## config.mk

```make
export PLATFORM = sky130hd
export DESIGN_NAME = wdte_event_top
export DESIGN_NICKNAME = d
export VERILOG_FILES = /design/src/core/wdte_pkg.sv /design/src/core/wdte_reg_if.sv /design/src/core/wdte_countdown.sv /design/src/core/wdte_apb_slave.sv /design/src/core/wdte_event_top.sv
export SDC_FILE = /design/constraint.sdc
export NUM_CORES = 1
export LEC_CHECK = 0
export BUFFER_PORTS_ARGS = -buffer_cell sky130_fd_sc_hd__buf_4
export CAP_MARGIN = 10
export CORE_UTILIZATION = 38
export CTS_BUF_LIST = sky130_fd_sc_hd__clkbuf_4 sky130_fd_sc_hd__clkbuf_8
export CTS_CLUSTER_DIAMETER = 80
export DETAILED_ROUTE_END_ITERATION = 8
export PLACE_DENSITY = 0.7
export SYNTH_ARGS = -nofsm -noshare
export SYNTH_HDL_FRONTEND = slang
export SYNTH_SLANG_ARGS = --single-unit
```

## constraint.sdc

```tcl
create_clock -name clock_in -period 1.91 [get_ports clock_in]
set_input_delay 0.2865 -clock clock_in [delete_from_list [all_inputs] [get_ports clock_in]]
set_output_delay 0.2865 -clock clock_in [all_outputs]
set_load 0.05 [all_outputs]
```

## src/core/wdte_pkg.sv

```systemverilog
/*
  Shared constants for the watchdog timeout event stage: register byte
  offsets, field positions, reset values, timing counts and the address
  decode used by the bus slave, which gates the bank's strobes with it.
  Assumes a 32-bit APB with 12 address bits and a 20 MHz clock.
*/
`default_nettype none
package wdte_pkg;
  // Register byte offsets (one aligned 32-bit word each)
  localparam logic [11:0] OFS_LOAD = 12'h000;
  localparam logic [11:0] OFS_VALUE = 12'h004;
  localparam logic [11:0] OFS_CTRL = 12'h008;
  localparam logic [11:0] OFS_RESTART = 12'h00C;
  localparam logic [11:0] OFS_TCOUNT = 12'h010;
  localparam logic [11:0] OFS_ITHR = 12'h014;
  localparam logic [11:0] OFS_RTHR = 12'h018;
  localparam logic [11:0] OFS_ALARM = 12'h01C;
  localparam logic [11:0] OFS_IND = 12'h020;
  localparam logic [11:0] OFS_IRQ_STATUS = 12'h024;
  localparam logic [11:0] OFS_IRQ_MASK = 12'h028;
  // Control field positions
  localparam int CTRL_EXPIRY_INTERRUPT_ENABLE_BIT = 0;
  localparam int CTRL_EXPIRY_RESET_ENABLE_BIT = 1;
  localparam int CTRL_DOEN_BIT = 2;
  localparam int CTRL_W = 3;
  // Single-bit flag registers sit in bit 0
  localparam int FLAG_BIT = 0;
  // Interrupt status layout (mask uses the same)
  localparam int EV_EXPIRY_BIT = 0;
  localparam int EV_INT_BIT = 1;
  localparam int EV_RST_BIT = 2;
  localparam int EV_W = 3;
  // Reset values
  localparam logic [7:0] LOAD_RST = 8'hFF;
  localparam logic [7:0] VALUE_RST = 8'hFF;
  localparam logic [2:0] CTRL_RST = 3'h0;
  localparam logic [7:0] TCOUNT_RST = 8'h00;
  localparam logic [7:0] ITHR_RST = 8'h00;
  localparam logic [7:0] RTHR_RST = 8'h00;
  localparam logic [2:0] MASK_RST = 3'h0;
  localparam logic [7:0] TCOUNT_MAX = 8'hFF;
  // Timing: one countdown step per tick period
  localparam int CLK_PERIOD_NS = 50;
  localparam int TICK_PERIOD_US = 1000;
  localparam int TICK_CYCLES = (TICK_PERIOD_US * 1000) / CLK_PERIOD_NS;

  // Address decode used by the slave (error answer and strobe gating)
  function automatic logic is_mapped(input logic [11:0] addr);
    is_mapped = (addr[1:0] == 2'h0) && (addr <= OFS_IRQ_MASK);
  endfunction
endpackage
`default_nettype wire

```

## src/core/wdte_reg_if.sv

```systemverilog
/*
  Register access strobes between the APB slave and the register bank.
  Assumes both ends run on the same clock; strobes last one cycle.
*/
`default_nettype none
interface wdte_reg_if;
  logic wr_stb;        // Completed write, one cycle
  logic rd_stb;        // Completed read, one cycle
  logic [11:0] addr;   // Byte address of the access
  logic [31:0] wdata;  // Write data
  logic [31:0] rdata;  // Read word of the addressed register
  modport bus(output wr_stb, output rd_stb, output addr, output wdata, input rdata);
  modport regs(input wr_stb, input rd_stb, input addr, input wdata, output rdata);
endinterface
`default_nettype wire

```

## src/core/wdte_countdown.sv

```systemverilog
/*
  Watchdog down-counter: steps once per tick from the load value to zero
  and pulses expiry on reaching zero; a restart reloads it.
  Assumes restart and load are synchronous to clock_in.
*/
`default_nettype none
module wdte_countdown #(
  parameter int TICK_CYCLES = wdte_pkg::TICK_CYCLES
) (
  // Clock, reset, enable
  input wire logic clock_in,
  input wire logic nrst_in,
  input wire logic ce_in,
  // Control
  input wire logic run_in,
  input wire logic restart_in,
  input wire logic [7:0] load_in,
  // Status
  output logic [7:0] value_out,
  output logic expire_out
);
  localparam int PW = $clog2(TICK_CYCLES + 1);
  localparam logic [PW-1:0] PRESC_LAST = PW'(TICK_CYCLES - 1);

  if (TICK_CYCLES < 1) begin : g_chk
    $error("TICK_CYCLES must be at least 1");
  end

  typedef struct packed {
    logic [PW-1:0] presc; // Cycles within the current tick
    logic [7:0] value;    // Current count
    logic expire;         // Expiry pulse
  } wdte_cd_type;

  localparam wdte_cd_type CD_RST = '{presc: '0, value: wdte_pkg::VALUE_RST, expire: 1'b0};

  wdte_cd_type st;
  wdte_cd_type next_st;

  // Next state: restart beats stepping so a late kick always counts
  always_comb begin
    next_st = st;
    next_st.expire = 1'b0;
    if (restart_in) begin
      next_st.value = load_in;
      next_st.presc = '0;
    end else if (run_in) begin
      if (st.presc == PRESC_LAST) begin
        next_st.presc = '0;
        // Reaching zero is the expiry; the next tick reloads
        if (st.value == 8'h01) begin
          next_st.value = 8'h00;
          next_st.expire = 1'b1;
        end else if (st.value == 8'h00) begin
          next_st.value = load_in;
        end else begin
          next_st.value = st.value - 8'h01;
        end
      end else begin
        next_st.presc = st.presc + PW'(1);
      end
    end
  end

  // State register, frozen while the enable is low
  always_ff @(posedge clock_in or negedge nrst_in) begin
    if (!nrst_in) begin
      st <= CD_RST;
    end else if (ce_in) begin
      st <= next_st;
    end
  end

  assign value_out = st.value;
  assign expire_out = st.expire;
endmodule
`default_nettype wire

```

## src/core/wdte_apb_slave.sv

```systemverilog
/*
  APB slave for the watchdog event stage: zero wait states, registered
  read data, error answer on unmapped addresses.
  Assumes an APB master that holds its request until pready is seen.
*/
`default_nettype none
module wdte_apb_slave (
  // Clock, reset, enable
  input wire logic clock_in,
  input wire logic nrst_in,
  input wire logic ce_in,
  // APB
  input wire logic psel_in,
  input wire logic penable_in,
  input wire logic pwrite_in,
  input wire logic [11:0] paddr_in,
  input wire logic [31:0] pwdata_in,
  output logic [31:0] prdata_out,
  output logic pready_out,
  output logic pslverr_out,
  // Register side
  wdte_reg_if.bus rb
);
  typedef struct packed {
    logic [31:0] prdata; // Read word captured before completion
  } wdte_apb_type;

  wdte_apb_type st;
  wdte_apb_type next_st;
  logic access;
  logic mapped;

  // Completion only on enabled cycles, so a frozen block stalls the master
  assign access = psel_in && penable_in && ce_in;
  assign mapped = wdte_pkg::is_mapped(paddr_in);

  // Track the addressed word until the completing edge; read side
  // effects act at that edge, so the word seen is the one before them
  always_comb begin
    next_st = st;
    if (psel_in && !pwrite_in) begin
      next_st.prdata = mapped ? rb.rdata : 32'h0000_0000;
    end
  end

  // Read data register
  always_ff @(posedge clock_in or negedge nrst_in) begin
    if (!nrst_in) begin
      st <= '0;
    end else if (ce_in) begin
      st <= next_st;
    end
  end

  assign pready_out = access;
  assign pslverr_out = access && !mapped;
  assign prdata_out = st.prdata;
  assign rb.wr_stb = access && pwrite_in && mapped;
  assign rb.rd_stb = access && !pwrite_in && mapped;
  assign rb.addr = paddr_in;
  assign rb.wdata = pwdata_in;
endmodule
`default_nettype wire

```

## src/core/wdte_event_top.sv

```systemverilog
/*
  Watchdog timeout event stage: counts expiries, compares the count with
  the interrupt and reset thresholds, holds the alarm flag and the
  read-clear interrupt indicator, and gathers events into a masked
  interrupt line. Holds the countdown and the APB slave.
  Assumes one clock at 20 MHz and inputs synchronous to it.
*/
// Implementation choice: the APB register port.
`default_nettype none
module wdte_event_top #(
  parameter int TICK_CYCLES = wdte_pkg::TICK_CYCLES
) (
  // Clock, reset, enable
  input wire logic clock_in,
  input wire logic nrst_in,
  input wire logic ce_in,
  // APB
  input wire logic psel_in,
  input wire logic penable_in,
  input wire logic pwrite_in,
  input wire logic [11:0] paddr_in,
  input wire logic [31:0] pwdata_in,
  output logic [31:0] prdata_out,
  output logic pready_out,
  output logic pslverr_out,
  // Watchdog actions
  output logic wdt_irq_out,
  output logic rst_req_out,
  output logic alarm_out,
  // Masked event interrupt
  output logic irq_out
);
  typedef struct packed {
    logic [7:0] load;           // Countdown load value
    logic [2:0] ctrl;           // Action enables
    logic [7:0] tcount;         // Timeout occurrence count
    logic [7:0] ithr;           // Interrupt threshold
    logic [7:0] rthr;           // Reset threshold
    logic alarm;                // Sticky alarm flag
    logic ind;                  // Interrupt indicator
    logic wdt_irq;              // Pending watchdog interrupt
    logic rst_req;              // Reset request pulse
    logic cmp_pend;             // Compare due this cycle
    logic [2:0] status;         // Sticky event bits
    logic [2:0] mask;           // Event mask
    logic alarm_pin;            // Registered alarm output
    logic irq;                  // Registered event interrupt
  } wdte_state_type;

  localparam wdte_state_type ST_RST = '{
    load: wdte_pkg::LOAD_RST,
    ctrl: wdte_pkg::CTRL_RST,
    tcount: wdte_pkg::TCOUNT_RST,
    ithr: wdte_pkg::ITHR_RST,
    rthr: wdte_pkg::RTHR_RST,
    alarm: 1'b0,
    ind: 1'b0,
    wdt_irq: 1'b0,
    rst_req: 1'b0,
    cmp_pend: 1'b0,
    status: '0,
    mask: wdte_pkg::MASK_RST,
    alarm_pin: 1'b0,
    irq: 1'b0
  };

  wdte_state_type st;      // Registered state
  wdte_state_type next_st; // Next state
  wdte_reg_if rb();        // Strobes from the bus slave
  logic expiry;            // One-cycle expiry from the countdown
  logic [7:0] cd_value;    // Current countdown value
  logic restart;           // Restart write strobe
  logic wr_hit;            // Write strobe qualifier
  logic rd_hit;            // Read strobe qualifier

  // Bus slave: zero wait states, data captured before side effects
  wdte_apb_slave u_apb (
    .clock_in(clock_in),
    .nrst_in(nrst_in),
    .ce_in(ce_in),
    .psel_in(psel_in),
    .penable_in(penable_in),
    .pwrite_in(pwrite_in),
    .paddr_in(paddr_in),
    .pwdata_in(pwdata_in),
    .prdata_out(prdata_out),
    .pready_out(pready_out),
    .pslverr_out(pslverr_out),
    .rb(rb.bus)
  );

  // Any value written to the restart word reloads the countdown
  assign restart = rb.wr_stb && (rb.addr == wdte_pkg::OFS_RESTART);

  // Countdown only runs once some action is enabled, so an idle
  // block after reset does not pile up expiries nobody asked for
  wdte_countdown #(
    .TICK_CYCLES(TICK_CYCLES)
  ) u_cd (
    .clock_in(clock_in),
    .nrst_in(nrst_in),
    .ce_in(ce_in),
    .run_in(|st.ctrl),
    .restart_in(restart),
    .load_in(st.load),
    .value_out(cd_value),
    .expire_out(expiry)
  );

  assign wr_hit = rb.wr_stb;
  assign rd_hit = rb.rd_stb;

  // Read word of each register; reserved bits read as zero
  function automatic logic [31:0] read_word(input logic [11:0] addr, input wdte_state_type s,
                                            input logic [7:0] value);
    logic [31:0] w;
    w = 32'h0000_0000;
    unique case (addr)
      wdte_pkg::OFS_LOAD: w[7:0] = s.load;
      wdte_pkg::OFS_VALUE: w[7:0] = value;
      wdte_pkg::OFS_CTRL: w[2:0] = s.ctrl;
      wdte_pkg::OFS_TCOUNT: w[7:0] = s.tcount;
      wdte_pkg::OFS_ITHR: w[7:0] = s.ithr;
      wdte_pkg::OFS_RTHR: w[7:0] = s.rthr;
      wdte_pkg::OFS_ALARM: w[wdte_pkg::FLAG_BIT] = s.alarm;
      wdte_pkg::OFS_IND: w[wdte_pkg::FLAG_BIT] = s.ind;
      wdte_pkg::OFS_IRQ_STATUS: w[2:0] = s.status;
      wdte_pkg::OFS_IRQ_MASK: w[2:0] = s.mask;
      default: w = 32'h0000_0000; // Restart word reads as zero
    endcase
    read_word = w;
  endfunction

  assign rb.rdata = read_word(rb.addr, st, cd_value);

  // Next state. Order matters: software clears come first and hardware
  // sets after them, so an event in the clearing cycle is never lost
  always_comb begin
    next_st = st;
    next_st.rst_req = 1'b0;
    next_st.cmp_pend = 1'b0;
    // Register writes
    if (wr_hit) begin
      unique case (rb.addr)
        wdte_pkg::OFS_LOAD: next_st.load = rb.wdata[7:0];
        wdte_pkg::OFS_CTRL: next_st.ctrl = rb.wdata[2:0];
        wdte_pkg::OFS_TCOUNT: next_st.tcount = wdte_pkg::TCOUNT_RST;
        wdte_pkg::OFS_ITHR: next_st.ithr = rb.wdata[7:0];
        wdte_pkg::OFS_RTHR: next_st.rthr = rb.wdata[7:0];
        wdte_pkg::OFS_ALARM: begin
          // Writing one to the flag is the only way to drop the alarm
          if (rb.wdata[wdte_pkg::FLAG_BIT]) begin
            next_st.alarm = 1'b0;
          end
        end
        wdte_pkg::OFS_IRQ_STATUS: next_st.status = st.status & ~rb.wdata[2:0];
        wdte_pkg::OFS_IRQ_MASK: next_st.mask = rb.wdata[2:0];
        default: begin
          // Read-only words ignore writes
        end
      endcase
    end
    // Read side effects act at the completing edge
    if (rd_hit && (rb.addr == wdte_pkg::OFS_TCOUNT)) begin
      next_st.wdt_irq = 1'b0;
    end
    if (rd_hit && (rb.addr == wdte_pkg::OFS_IND)) begin
      next_st.ind = 1'b0;
    end
    // Expiry: count it, raise the alarm, schedule the compare
    if (expiry) begin
      // Saturates at the top so the count never wraps below a threshold
      if (next_st.tcount != wdte_pkg::TCOUNT_MAX) begin
        next_st.tcount = next_st.tcount + 8'h01;
      end
      next_st.alarm = 1'b1;
      next_st.status[wdte_pkg::EV_EXPIRY_BIT] = 1'b1;
      next_st.cmp_pend = 1'b1;
    end
    // Compare against the incremented count, once per expiry
    if (st.cmp_pend) begin
      if ((st.tcount > st.ithr) && st.ctrl[wdte_pkg::CTRL_EXPIRY_INTERRUPT_ENABLE_BIT]) begin
        next_st.wdt_irq = 1'b1;
        next_st.ind = 1'b1;
        next_st.status[wdte_pkg::EV_INT_BIT] = 1'b1;
      end
      if ((st.tcount > st.rthr) && st.ctrl[wdte_pkg::CTRL_EXPIRY_RESET_ENABLE_BIT]) begin
        next_st.rst_req = 1'b1;
        next_st.status[wdte_pkg::EV_RST_BIT] = 1'b1;
      end
    end
    // Outputs from flip-flops, computed from the next flag values
    next_st.alarm_pin = next_st.alarm && next_st.ctrl[wdte_pkg::CTRL_DOEN_BIT];
    next_st.irq = |(next_st.status & next_st.mask);
  end

  // State register, frozen while the enable is low
  always_ff @(posedge clock_in or negedge nrst_in) begin
    if (!nrst_in) begin
      st <= ST_RST;
    end else if (ce_in) begin
      st <= next_st;
    end
  end

  assign wdt_irq_out = st.wdt_irq;
  assign rst_req_out = st.rst_req;
  assign alarm_out = st.alarm_pin;
  assign irq_out = st.irq;
endmodule
`default_nettype wire

```

==> qor.txt, run 1 <==
RSZ-0062 raised after global routing = yes
Async set or reset register ratio after synthesis = 100.0%
Antenna fix cells = 0
Global route total overflow = 0
First-pass GRT wire length = 25910 µm
Routed via count = 4930
Compound-Gate Fraction of Synth Area = 18.69%
Share of cells above drive strength 1 = 41.51%
Max Clk Rate = 0.4629 GHz
Clock share of power = 41.2%
WS Path Type = register to register
Number of synthesized flops with an enable pin = 0
Total length of routed wires = 15780 µm
Main combinational cell family by area after synthesis = simple AND/OR/NAND/NOR gates
Post-Synth Simple-Gate Area = 20.91%
Remaining DRCs = 0
Largest net degree at the start of global routing = 36
DIE WIDTH = 118.7 µm
Crit end category = register
Crit path cell chain = or4b_4 > or4_4 > buf_4 > nor4_4 > o21ai_1 > o21ai_1
WL/cell = 17.99 µm
Std-Cell Rows = 42
Max-Cap Viols = 0
Mapped Cells = 544
CP max stage cell = or4_4
Synthesized flop and latch total = 80
Reg power frac = 45.4%
Num CTS Buffers = 9
GRT Total Usage = 23.46%
CP required = 2.21 ns
Sw Ratio = 27.20%
Initial DRC Count = 313
Clock Pin Slew Worst Setup and Hold Paths = 0.08 ns
Antenna-violating nets left = 0
Comb pwr share = 13.4%
Relative max-transition margin = 66.52%
Crit Path Max Fanout = 6
CTS tree = yes
DR pass1 iterations = 5
Vias in the first global route = 5088
Final WS setup = -0.2505 ns
Buffer depth of the longest clock path = 2
Die height = 118.7 µm
Layout Cells excl Fill = 877
Failing checks = negative setup slack
Most common cell on crit path = o21ai_1
Initial Util = 39.09%
Area of the mapped netlist = 5176 µm²
Post-Synth Adder-Cell Area = 4.593%
Top delay family on crit path = simple AND/OR/NAND/NOR gates
Final setup violation count = 26
Buf/Inv on CP = 1
I/O pins = 88
Layout Nets = 766
Worst-margin pin slew = 0.4984 ns
Clk sink count = 80
Psw = 1036 µW
PwrDens = 538.4 nW/µm²
Cell variety after synth = 70
Clk_lat worst skew = 0.38 ns
Pint = 2774 µW
I/O Buffers = 39
Worst Skew = 0.01437 ns
Mux contribution to synthesized area = 8.702%
Slew Limit Fails = 0
Design Power = 3810 µW
Slowest stage delay, CP = 0.64 ns
Mean Syn Cell Area = 9.515 µm²
Post-DP HPWL = 12100 µm
Period utilization = 113.1%
DIE AREA = 14090 µm²
Most used flip-flop cell after synthesis = dfrtp_1
Post-synthesis sequential area ratio = 39.06%
Fin crit period = 2.161 ns
Critical Path Start Type = register
Ys Warns = 0
Layout area overhead = 36.69%
H-tree depth = 3
CP Data Arrival Time = 2.46 ns
Status = finished, violations left
Synth Area in XOR/XNOR = 0.5076%
Hold WC Path Type = input port to register
Root Buffer = clkbuf_8
Cell total after placement = 853
Global placement routability congestion = 0.9143
Initial antenna violation count = 0
Via density = 5.621
Final hold violations = 0
Core ar. = 13240 µm²
Worst VDD drop = 413.5 µV
Leakage power = 0.003288 µW
[kinds of logic (layout without fill, tap and decap cells)]
kind of cell / after synthesis / after routing
other: 1 / 24
AO/OA/AOI/OAI: 135 / 135
flip-flops: 80 / 80
XOR/XNOR: 3 / 3
AND/OR/NAND/NOR: 188 / 188
multiplexers: 41 / 41
adder cells (fa/ha/maj): 19 / 19
buffers and inverters: 77 / 211
[layout by cell type (no fill, tap or decap), drive strengths merged, types with 3 or more instances in the layout]
cell type	Yosys	routed
inv	35	35
dfstp	16	16
nor2	29	29
a221o	5	5
o31ai	6	6
nand2	44	44
or4	7	7
nor4	11	11
nand4	8	8
a21oi	24	24
nor2b	4	4
nand3	28	28
conb	1	24
ha	19	19
a22o	18	18
nand2b	6	6
o21ai	21	21
a31oi	6	6
o21a	3	3
mux2i	9	9
nor3	22	22
bufinv	0	3
mux2	32	32
clkbuf	13	10
buf	29	160
o22ai	4	4
a211oi	6	6
or4b	3	3
a21o	5	5
a22oi	6	6
dfrtp	64	64
o311ai	4	4
or3	10	10
and3	6	6
[Yosys cell counts, types with 7 or more instances]
cell | n | area, µm²
inv_1 | 35 | 131.4
nand4_1 | 8 | 50.05
nor3_1 | 19 | 95.09
ha_1 | 19 | 237.7
mux2_2 | 32 | 360.4
nand3_1 | 28 | 140.1
o21ai_0 | 20 | 100.1
dfstp_2 | 16 | 420.4
a21oi_1 | 24 | 120.1
nor4_1 | 7 | 43.79
clkbuf_1 | 13 | 48.80
nor2_1 | 29 | 108.9
a22o_1 | 18 | 157.7
dfrtp_1 | 64 | 1602
mux2i_1 | 9 | 90.09
buf_4 | 25 | 187.7
or3_1 | 9 | 56.30
nand2_1 | 41 | 153.9
[final timing paths]
path	from	end	slack, ns	cells after the start
worst min register to register	u_cd.value_out[4]	u_cd.value_out[4]	0.50	2
worst max register to register	u_cd.st[21]	u_cd.value_out[0]	-0.25	6
min in group asynchronous	nrst_in	st[39]	0.37	2
worst min-delay path	pwdata_in[6]	st[19]	0.18	2
max in group asynchronous	nrst_in	u_cd.st[9]	0.91	3
worst max-delay path	u_cd.st[21]	u_cd.value_out[0]	-0.25	6
[layout make-up]
cell class              count  area (µm²)
clock buffers              10       137.6
clock inverters             5       105.1
fillers                  1211        6167
inverters                  35       131.4
multi-input cells         410        3202
flip-flops and latches     80        2022
well taps                 176       220.2
repair buffers            161        1257
[power by group through the flow]
stage	Sequential, µW	Combinational, µW	Clock (µW)
2_1_floorplan	1790	283	0
3_3_place_gp	1760	490	0
3_5_place_dp	1760	496	0
4_1_cts	1730	501	1610
5_1_grt	1730	541	1660
6_report	1730	509	1570
[per-layer routing]
metal / wire length, µm / part of all wire [%] / GRT usage, %
met3: 786 / 5.0 / 4.295
met4: 389 / 2.5 / 9.415
met5: 0 / 0 / 0
met2: 8013 / 51 / 40.46
met1: 6586 / 42 / 28.77
[sequential cells by signal, indices dropped and copies added, names as in the netlist]
name and flops:
st 44, u_cd.st 15, u_apb.prdata_out 8, u_cd.value_out 8
alarm_out 1, irq_out 1, rst_req_out 1, u_cd.expire_out 1
wdt_irq_out 1
[what timing repair did]
action	4_1_cts	5_1_grt
hold endpoints to repair	17	0
gates resized for setup	20	31
hold buffers	1	0
endpoints found under the setup margin	38	41
setup buffers	4	6
pin swaps	16	14
[stage by stage]
step,util (%),setup slack [ns],TNS (ns),hold WS (ns),area [µm²]
2_1_floorplan,-,-0.2868,-7.424,-0.009091,5453
3_3_place_gp,49.31,-0.4228,-20.92,0.2416,6530
3_5_place_dp,49.31,-0.4826,-23.46,0.2448,6530
4_1_cts,52.02,-0.1937,-2.778,0.1601,6889
5_1_grt,53.43,-0.3436,-5.782,0.1670,7076
6_report,53.43,-0.2505,-3.687,0.1758,7076
Note: power is estimated with default switching activity, not from simulation.
==> run 2, diff against run 1 <==
CORE_MARGIN = 2   (was unset)
PLACE_DENSITY = 0.68   (was 0.7)
clock period = 2.6 ns   (was 1.91 ns; I/O delays follow)
==> qor.txt, run 2 (same netlist as run 1, synthesis figures left out) <==
Root Buffer = clkbuf_8
Num CTS Buffers = 9 (unchanged)
Global route total overflow = 0 (unchanged)
Worst-margin pin slew = 0.8889 ns (+0.3904 ns)
Crit Path Max Fanout = 6 (unchanged)
Die height = 120.7 µm (+1.7%)
Post-DP HPWL = 10700 µm (-12%)
Relative max-transition margin = 40.74% (-26 points)
Buffer depth of the longest clock path = 2 (unchanged)
I/O pins = 88 (unchanged)
Period utilization = 91.01% (-22 points)
CP Data Arrival Time = 2.70 ns (+0.24 ns)
WS Path Type = register to register
Initial DRC Count = 379 (+21%)
Buf/Inv on CP = 0 (-1)
Initial Util = 38.93% (-0.15 points)
H-tree depth = 3 (unchanged)
DIE WIDTH = 120.7 µm (+1.7%)
Layout Nets = 676 (-12%)
Hold-fix buffers, CTS = 0 (-1)
First-pass GRT wire length = 22800 µm (-12%)
GRT Total Usage = 20.16% (-3.3 points)
Leakage power = 0.002715 µW (-17%)
Fin crit period = 2.366 ns (+0.2057 ns)
DIE AREA = 14570 µm² (+3.4%)
CP required = 2.93 ns (+0.72 ns)
Final hold violations = 0 (unchanged)
Slowest stage delay, CP = 0.59 ns (-0.05 ns)
Largest Register = st
I/O Buffers = 39 (unchanged)
Clk sink count = 80 (unchanged)
Max Clk Rate = 0.4226 GHz (-8.7%)
Crit path cell chain = or4b_1 > or4_1 > nor3_1 > nor4b_1 > a211o_1
Top Registers = st (44), u_cd.st (15)
Max reg flops = 44 (unchanged)
Top delay family on crit path = simple AND/OR/NAND/NOR gates
PwrDens = 414.1 nW/µm² (-23%)
Largest net degree at the start of global routing = 46 (+28%)
Antenna fix cells = 0 (unchanged)
Remaining DRCs = 0 (unchanged)
Most common cell after layout, fill and taps aside = buf_4
Via density = 5.712 (+1.6%)
Vias in the first global route = 4276 (-16%)
Hold WC Path Type = input port to async pin
Postcts setup bufs = 0 (-4)
Cell total after placement = 772 (-9.5%)
Total length of routed wires = 14110 µm (-11%)
Post-cts sizing count = 0 (-100%)
Initial antenna violation count = 0 (unchanged)
Core ar. = 13300 µm² (+0.40%)
Std-Cell Rows = 42 (unchanged)
Final hold slack = 0.02074 ns (-0.1550 ns)
CTS tree = yes
Worst Skew = 0.01359 ns (-0.0007869 ns)
Layout Cells excl Fill = 788 (-10%)
Status = complete, no violations
RSZ-0062 raised after global routing = no
Slew Limit Fails = 0 (unchanged)
Clock Pin Slew Worst Setup and Hold Paths = 0.09 ns (about the same)
WL/cell = 17.90 µm (-0.48%)
DR pass1 iterations = 5 (unchanged)
Design Power = 2462 µW (-35%)
Crit end category = register
Layout area overhead = 14.89%
Share of cells above drive strength 1 = 25.33% (-16 points)
Max-Cap Viols = 0 (unchanged)
Clk_lat worst skew = 0.38 ns (about the same)
Worst VDD drop = 262.1 µV (-37%)
Global placement routability congestion = 0.8981 (-1.8%)
Routed via count = 4501 (-8.7%)
Antenna-violating nets left = 0 (unchanged)
Final setup violation count = 0 (-100%)
Setup TNS = 0 ns (+3.687 ns)
Core occupancy in the finished layout = 44.73% (-8.7 points)
Critical Path Start Type = register
Most frequent cells in the layout = buf_4 (70), dfrtp_1 (64), nand2_1 (41)
CP max stage cell = or4_1
-- run 2: cell types whose count changed in the layout (fill, tap and decap cells not counted), sizes merged --
cell         before  now
dlygate4sd3       1    0
buf             160   71
bufinv            3    0
clkbuf           10   15
clkinvlp          2    0
clkinv            0    1
-- run 2: path summary, 6_finish.rpt --
path / startpoint / endpoint / slack (ns) / cells after the start
min reg2reg: u_cd.value_out[4] / u_cd.value_out[4] / 0.50 / 2
max: u_cd.st[14] / u_cd.value_out[1] / 0.23 / 5
max in group asynchronous: nrst_in / st[41] / 1.87 / 2
min in group clock_in: pwdata_in[4] / st[25] / 0.27 / 2
min: nrst_in / u_cd.st[16] / 0.02 / 1
max reg2reg: u_cd.st[14] / u_cd.value_out[1] / 0.23 / 5
-- run 2: through the flow --
stage          area (µm²)  setup WS (ns)
2_1_floorplan        5263         0.1973
5_1_grt              5947         0.1287
3_5_place_dp         5773        0.01587
6_report             5947         0.2338
4_1_cts              5947         0.2502
3_3_place_gp         5773        0.04775
-- run 2: power by group --
group          switching (µW)  total [µW]  leakage [µW]  internal, µW
clock network             459         870     0.0000962           411
registers                16.4        1280       0.00102          1260
logic                     232         316       0.00160          84.0
-- run 2: routing by layer --
metal	global-route usage (%)	wire length, µm	vias to the layer above
met5	0	0	-
met4	4.578	132	0
met3	4.764	808	13
met2	30.79	6485	154
met1	28.96	6679	2221
li1	-	-	2113
-- run 2: layout make-up --
type | instances | area (µm²)
Fill cell | 1298 | 7348
Multi-Input combinational cell | 410 | 2854
Sequential cell | 80 | 2022
Timing Repair Buffer | 71 | 545.5
Tap cell | 176 | 220.2
Clock buffer | 15 | 168.9
Inverter | 35 | 131.4
Clock inverter | 1 | 5.005
==> run 3, diff against run 2 <==
clock period = 2.79 ns   (was 2.6 ns; I/O delays follow)
==> qor.txt, run 3 (same netlist as run 1, synthesis figures left out) <==
Status = complete, no violations
Initial Util = 38.93% (unchanged)
Post-cts sizing count = 0 (unchanged)
Relative max-transition margin = 33.32% (-7.4 points)
Fillers = 1308 (+0.77%)
Core ar. = 13300 µm² (unchanged)
Max-Cap Viols = 0 (unchanged)
Crit path cell chain = or4b_1 > or4_1 > nor3_1 > nor4b_1 > a211o_1
Most common cell after layout, fill and taps aside = dfrtp_1
Crit end category = register
Initial antenna violation count = 0 (unchanged)
DIE AREA = 14570 µm² (unchanged)
Reg-to-reg startpoint = u_cd.st[14]
Slew Limit Fails = 0 (unchanged)
Worst VDD drop = 197.4 µV (-25%)
Clk_lat worst skew = 0.38 ns (about the same)
Die height = 120.7 µm (unchanged)
Largest net degree at the start of global routing = 79 (+72%)
Root Buffer = clkbuf_8
Crit Path Max Fanout = 6 (unchanged)
WS Path Type = register to register
Period utilization = 83.06% (-8.0 points)
Core occupancy in the finished layout = 44.31% (-0.42 points)
Worst Skew = 0.01362 ns (+0.00003560 ns)
RSZ-0062 raised after global routing = no
Most frequent cells in the layout = dfrtp_1 (64), buf_4 (61), nand2_1 (41)
PwrDens = 406.2 nW/µm² (-1.9%)
Hold-fix buffers, CTS = 0 (unchanged)
Flop-to-flop setup slack = 0.47 ns (+0.24 ns)
DIE WIDTH = 120.7 µm (unchanged)
Top delay family on crit path = simple AND/OR/NAND/NOR gates
Largest Register = st
Slowest stage delay, CP = 0.59 ns (about the same)
Layout Nets = 666 (-1.5%)
Hold WC Path Type = input port to async pin
Buf/Inv on CP = 0 (unchanged)
Fin crit period = 2.317 ns (-0.04896 ns)
Remaining DRCs = 0 (unchanged)
I/O Buffers = 39 (unchanged)
Via density = 5.834 (+2.1%)
Share of cells above drive strength 1 = 24.09% (-1.2 points)
Initial DRC Count = 378 (-0.26%)
I/O pins = 88 (unchanged)
Antenna fix cells = 0 (unchanged)
Area of the multi-input gates = 2854 µm² (unchanged)
H-tree depth = 3 (unchanged)
Setup TNS = 0 ns (unchanged)
Vias in the first global route = 4285 (+0.21%)
CP required = 3.11 ns (+0.18 ns)
Final hold violations = 0 (unchanged)
Crit. Startpoint = u_cd.st[14]
Max reg flops = 44 (unchanged)
Layout area overhead = 13.80%
Final hold slack = 0.1961 ns (+0.1753 ns)
Clock Pin Slew Worst Setup and Hold Paths = 0.08 ns (about the same)
Leakage power = 0.002675 µW (-1.5%)
Antenna-violating nets left = 0 (unchanged)
Global placement routability congestion = 0.9304 (+3.6%)
Global route total overflow = 0 (unchanged)
GRT Total Usage = 20.21% (+0.046 points)
Post-DP HPWL = 10610 µm (-0.90%)
CTS tree = yes
Final setup violation count = 0 (unchanged)
Total length of routed wires = 14190 µm (+0.60%)
Std-Cell Rows = 42 (unchanged)
Worst Reg-to-Reg Cells = 5 (unchanged)
Top Registers = st (44), u_cd.st (15)
Routed via count = 4539 (+0.84%)
CP Data Arrival Time = 2.63 ns (-0.07 ns)
Worst-margin pin slew = 1.000 ns (+0.1114 ns)
Clk sink count = 80 (unchanged)
DR pass1 iterations = 5 (unchanged)
Buffer depth of the longest clock path = 2 (unchanged)
FF-to-FF End = u_cd.value_out[1]
WL/cell = 18.24 µm (+1.9%)
Num CTS Buffers = 9 (unchanged)
Postcts setup bufs = 0 (unchanged)
CP max stage cell = or4_1
Critical Path Start Type = register
First-pass GRT wire length = 22800 µm (unchanged)
Max Clk Rate = 0.4315 GHz (+2.1%)
Register area = 2022 µm² (unchanged)
[run 3: worst max path at each step]
| stage | endpoint | cells past startpoint | slack [ns] |
|---|---|---|---|
| finish | u_cd.value_out[1] | 5 | 0.47 |
| global route | u_cd.value_out[1] | 6 | 0.26 |
| CTS | u_cd.value_out[6] | 5 | 0.49 |
| detailed placement | st[41] | 6 | 0.14 |
| global placement | st[42] | 6 | 0.18 |
| floorplan | irq_out | 6 | 0.36 |
[run 3: per-layer routing]
| layer | track usage, % | up-vias | part of all wire (%) | routed length, µm |
|---|---|---|---|---|
| li1 | - | 2095 | - | - |
| met1 | 28.05 | 2212 | 45 | 6333 |
| met2 | 31.64 | 211 | 46 | 6523 |
| met3 | 4.104 | 21 | 7.7 | 1087 |
| met4 | 6.395 | 0 | 1.7 | 246 |
| met5 | 0 | - | 0 | 0 |
[run 3: worst reg2reg max path, cell delays in order, from the launching register on]
cell and delay [ns]:
dfrtp_1 0.43, or4b_1 0.55, or4_1 0.59, nor3_1 0.22, nor4b_1 0.33, a211o_1 0.15
[run 3: report_power, final]
part	leakage [µW]	switching (µW)	internal, µW	total, µW
clock	0.000108	454	462	916
combinational	0.00155	215	72.7	288
sequential	0.00102	15.9	1170	1190
[run 3: stage by stage]
step                instance area, µm²  instances  total power (µW)  setup WS (ns)
detailed placement                5685        762              1496         0.1375
global placement                  5685        762              1492         0.1809
CTS                               5891        778              2408         0.4870
floorplan                         5263        567              1413         0.3588
finish                            5891        778              2393         0.4727
global route                      5891        778              2479         0.2622
[run 3: final cells by class]
class | count | share of cell area, %
Clock buffer | 12 | 2.591
Clock inverter | 4 | 0.8921
Inverter | 35 | 2.230
Multi-Input combinational cell | 410 | 48.45
Sequential cell | 80 | 34.32
Tap cell | 176 | 3.738
Timing Repair Buffer | 61 | 7.774
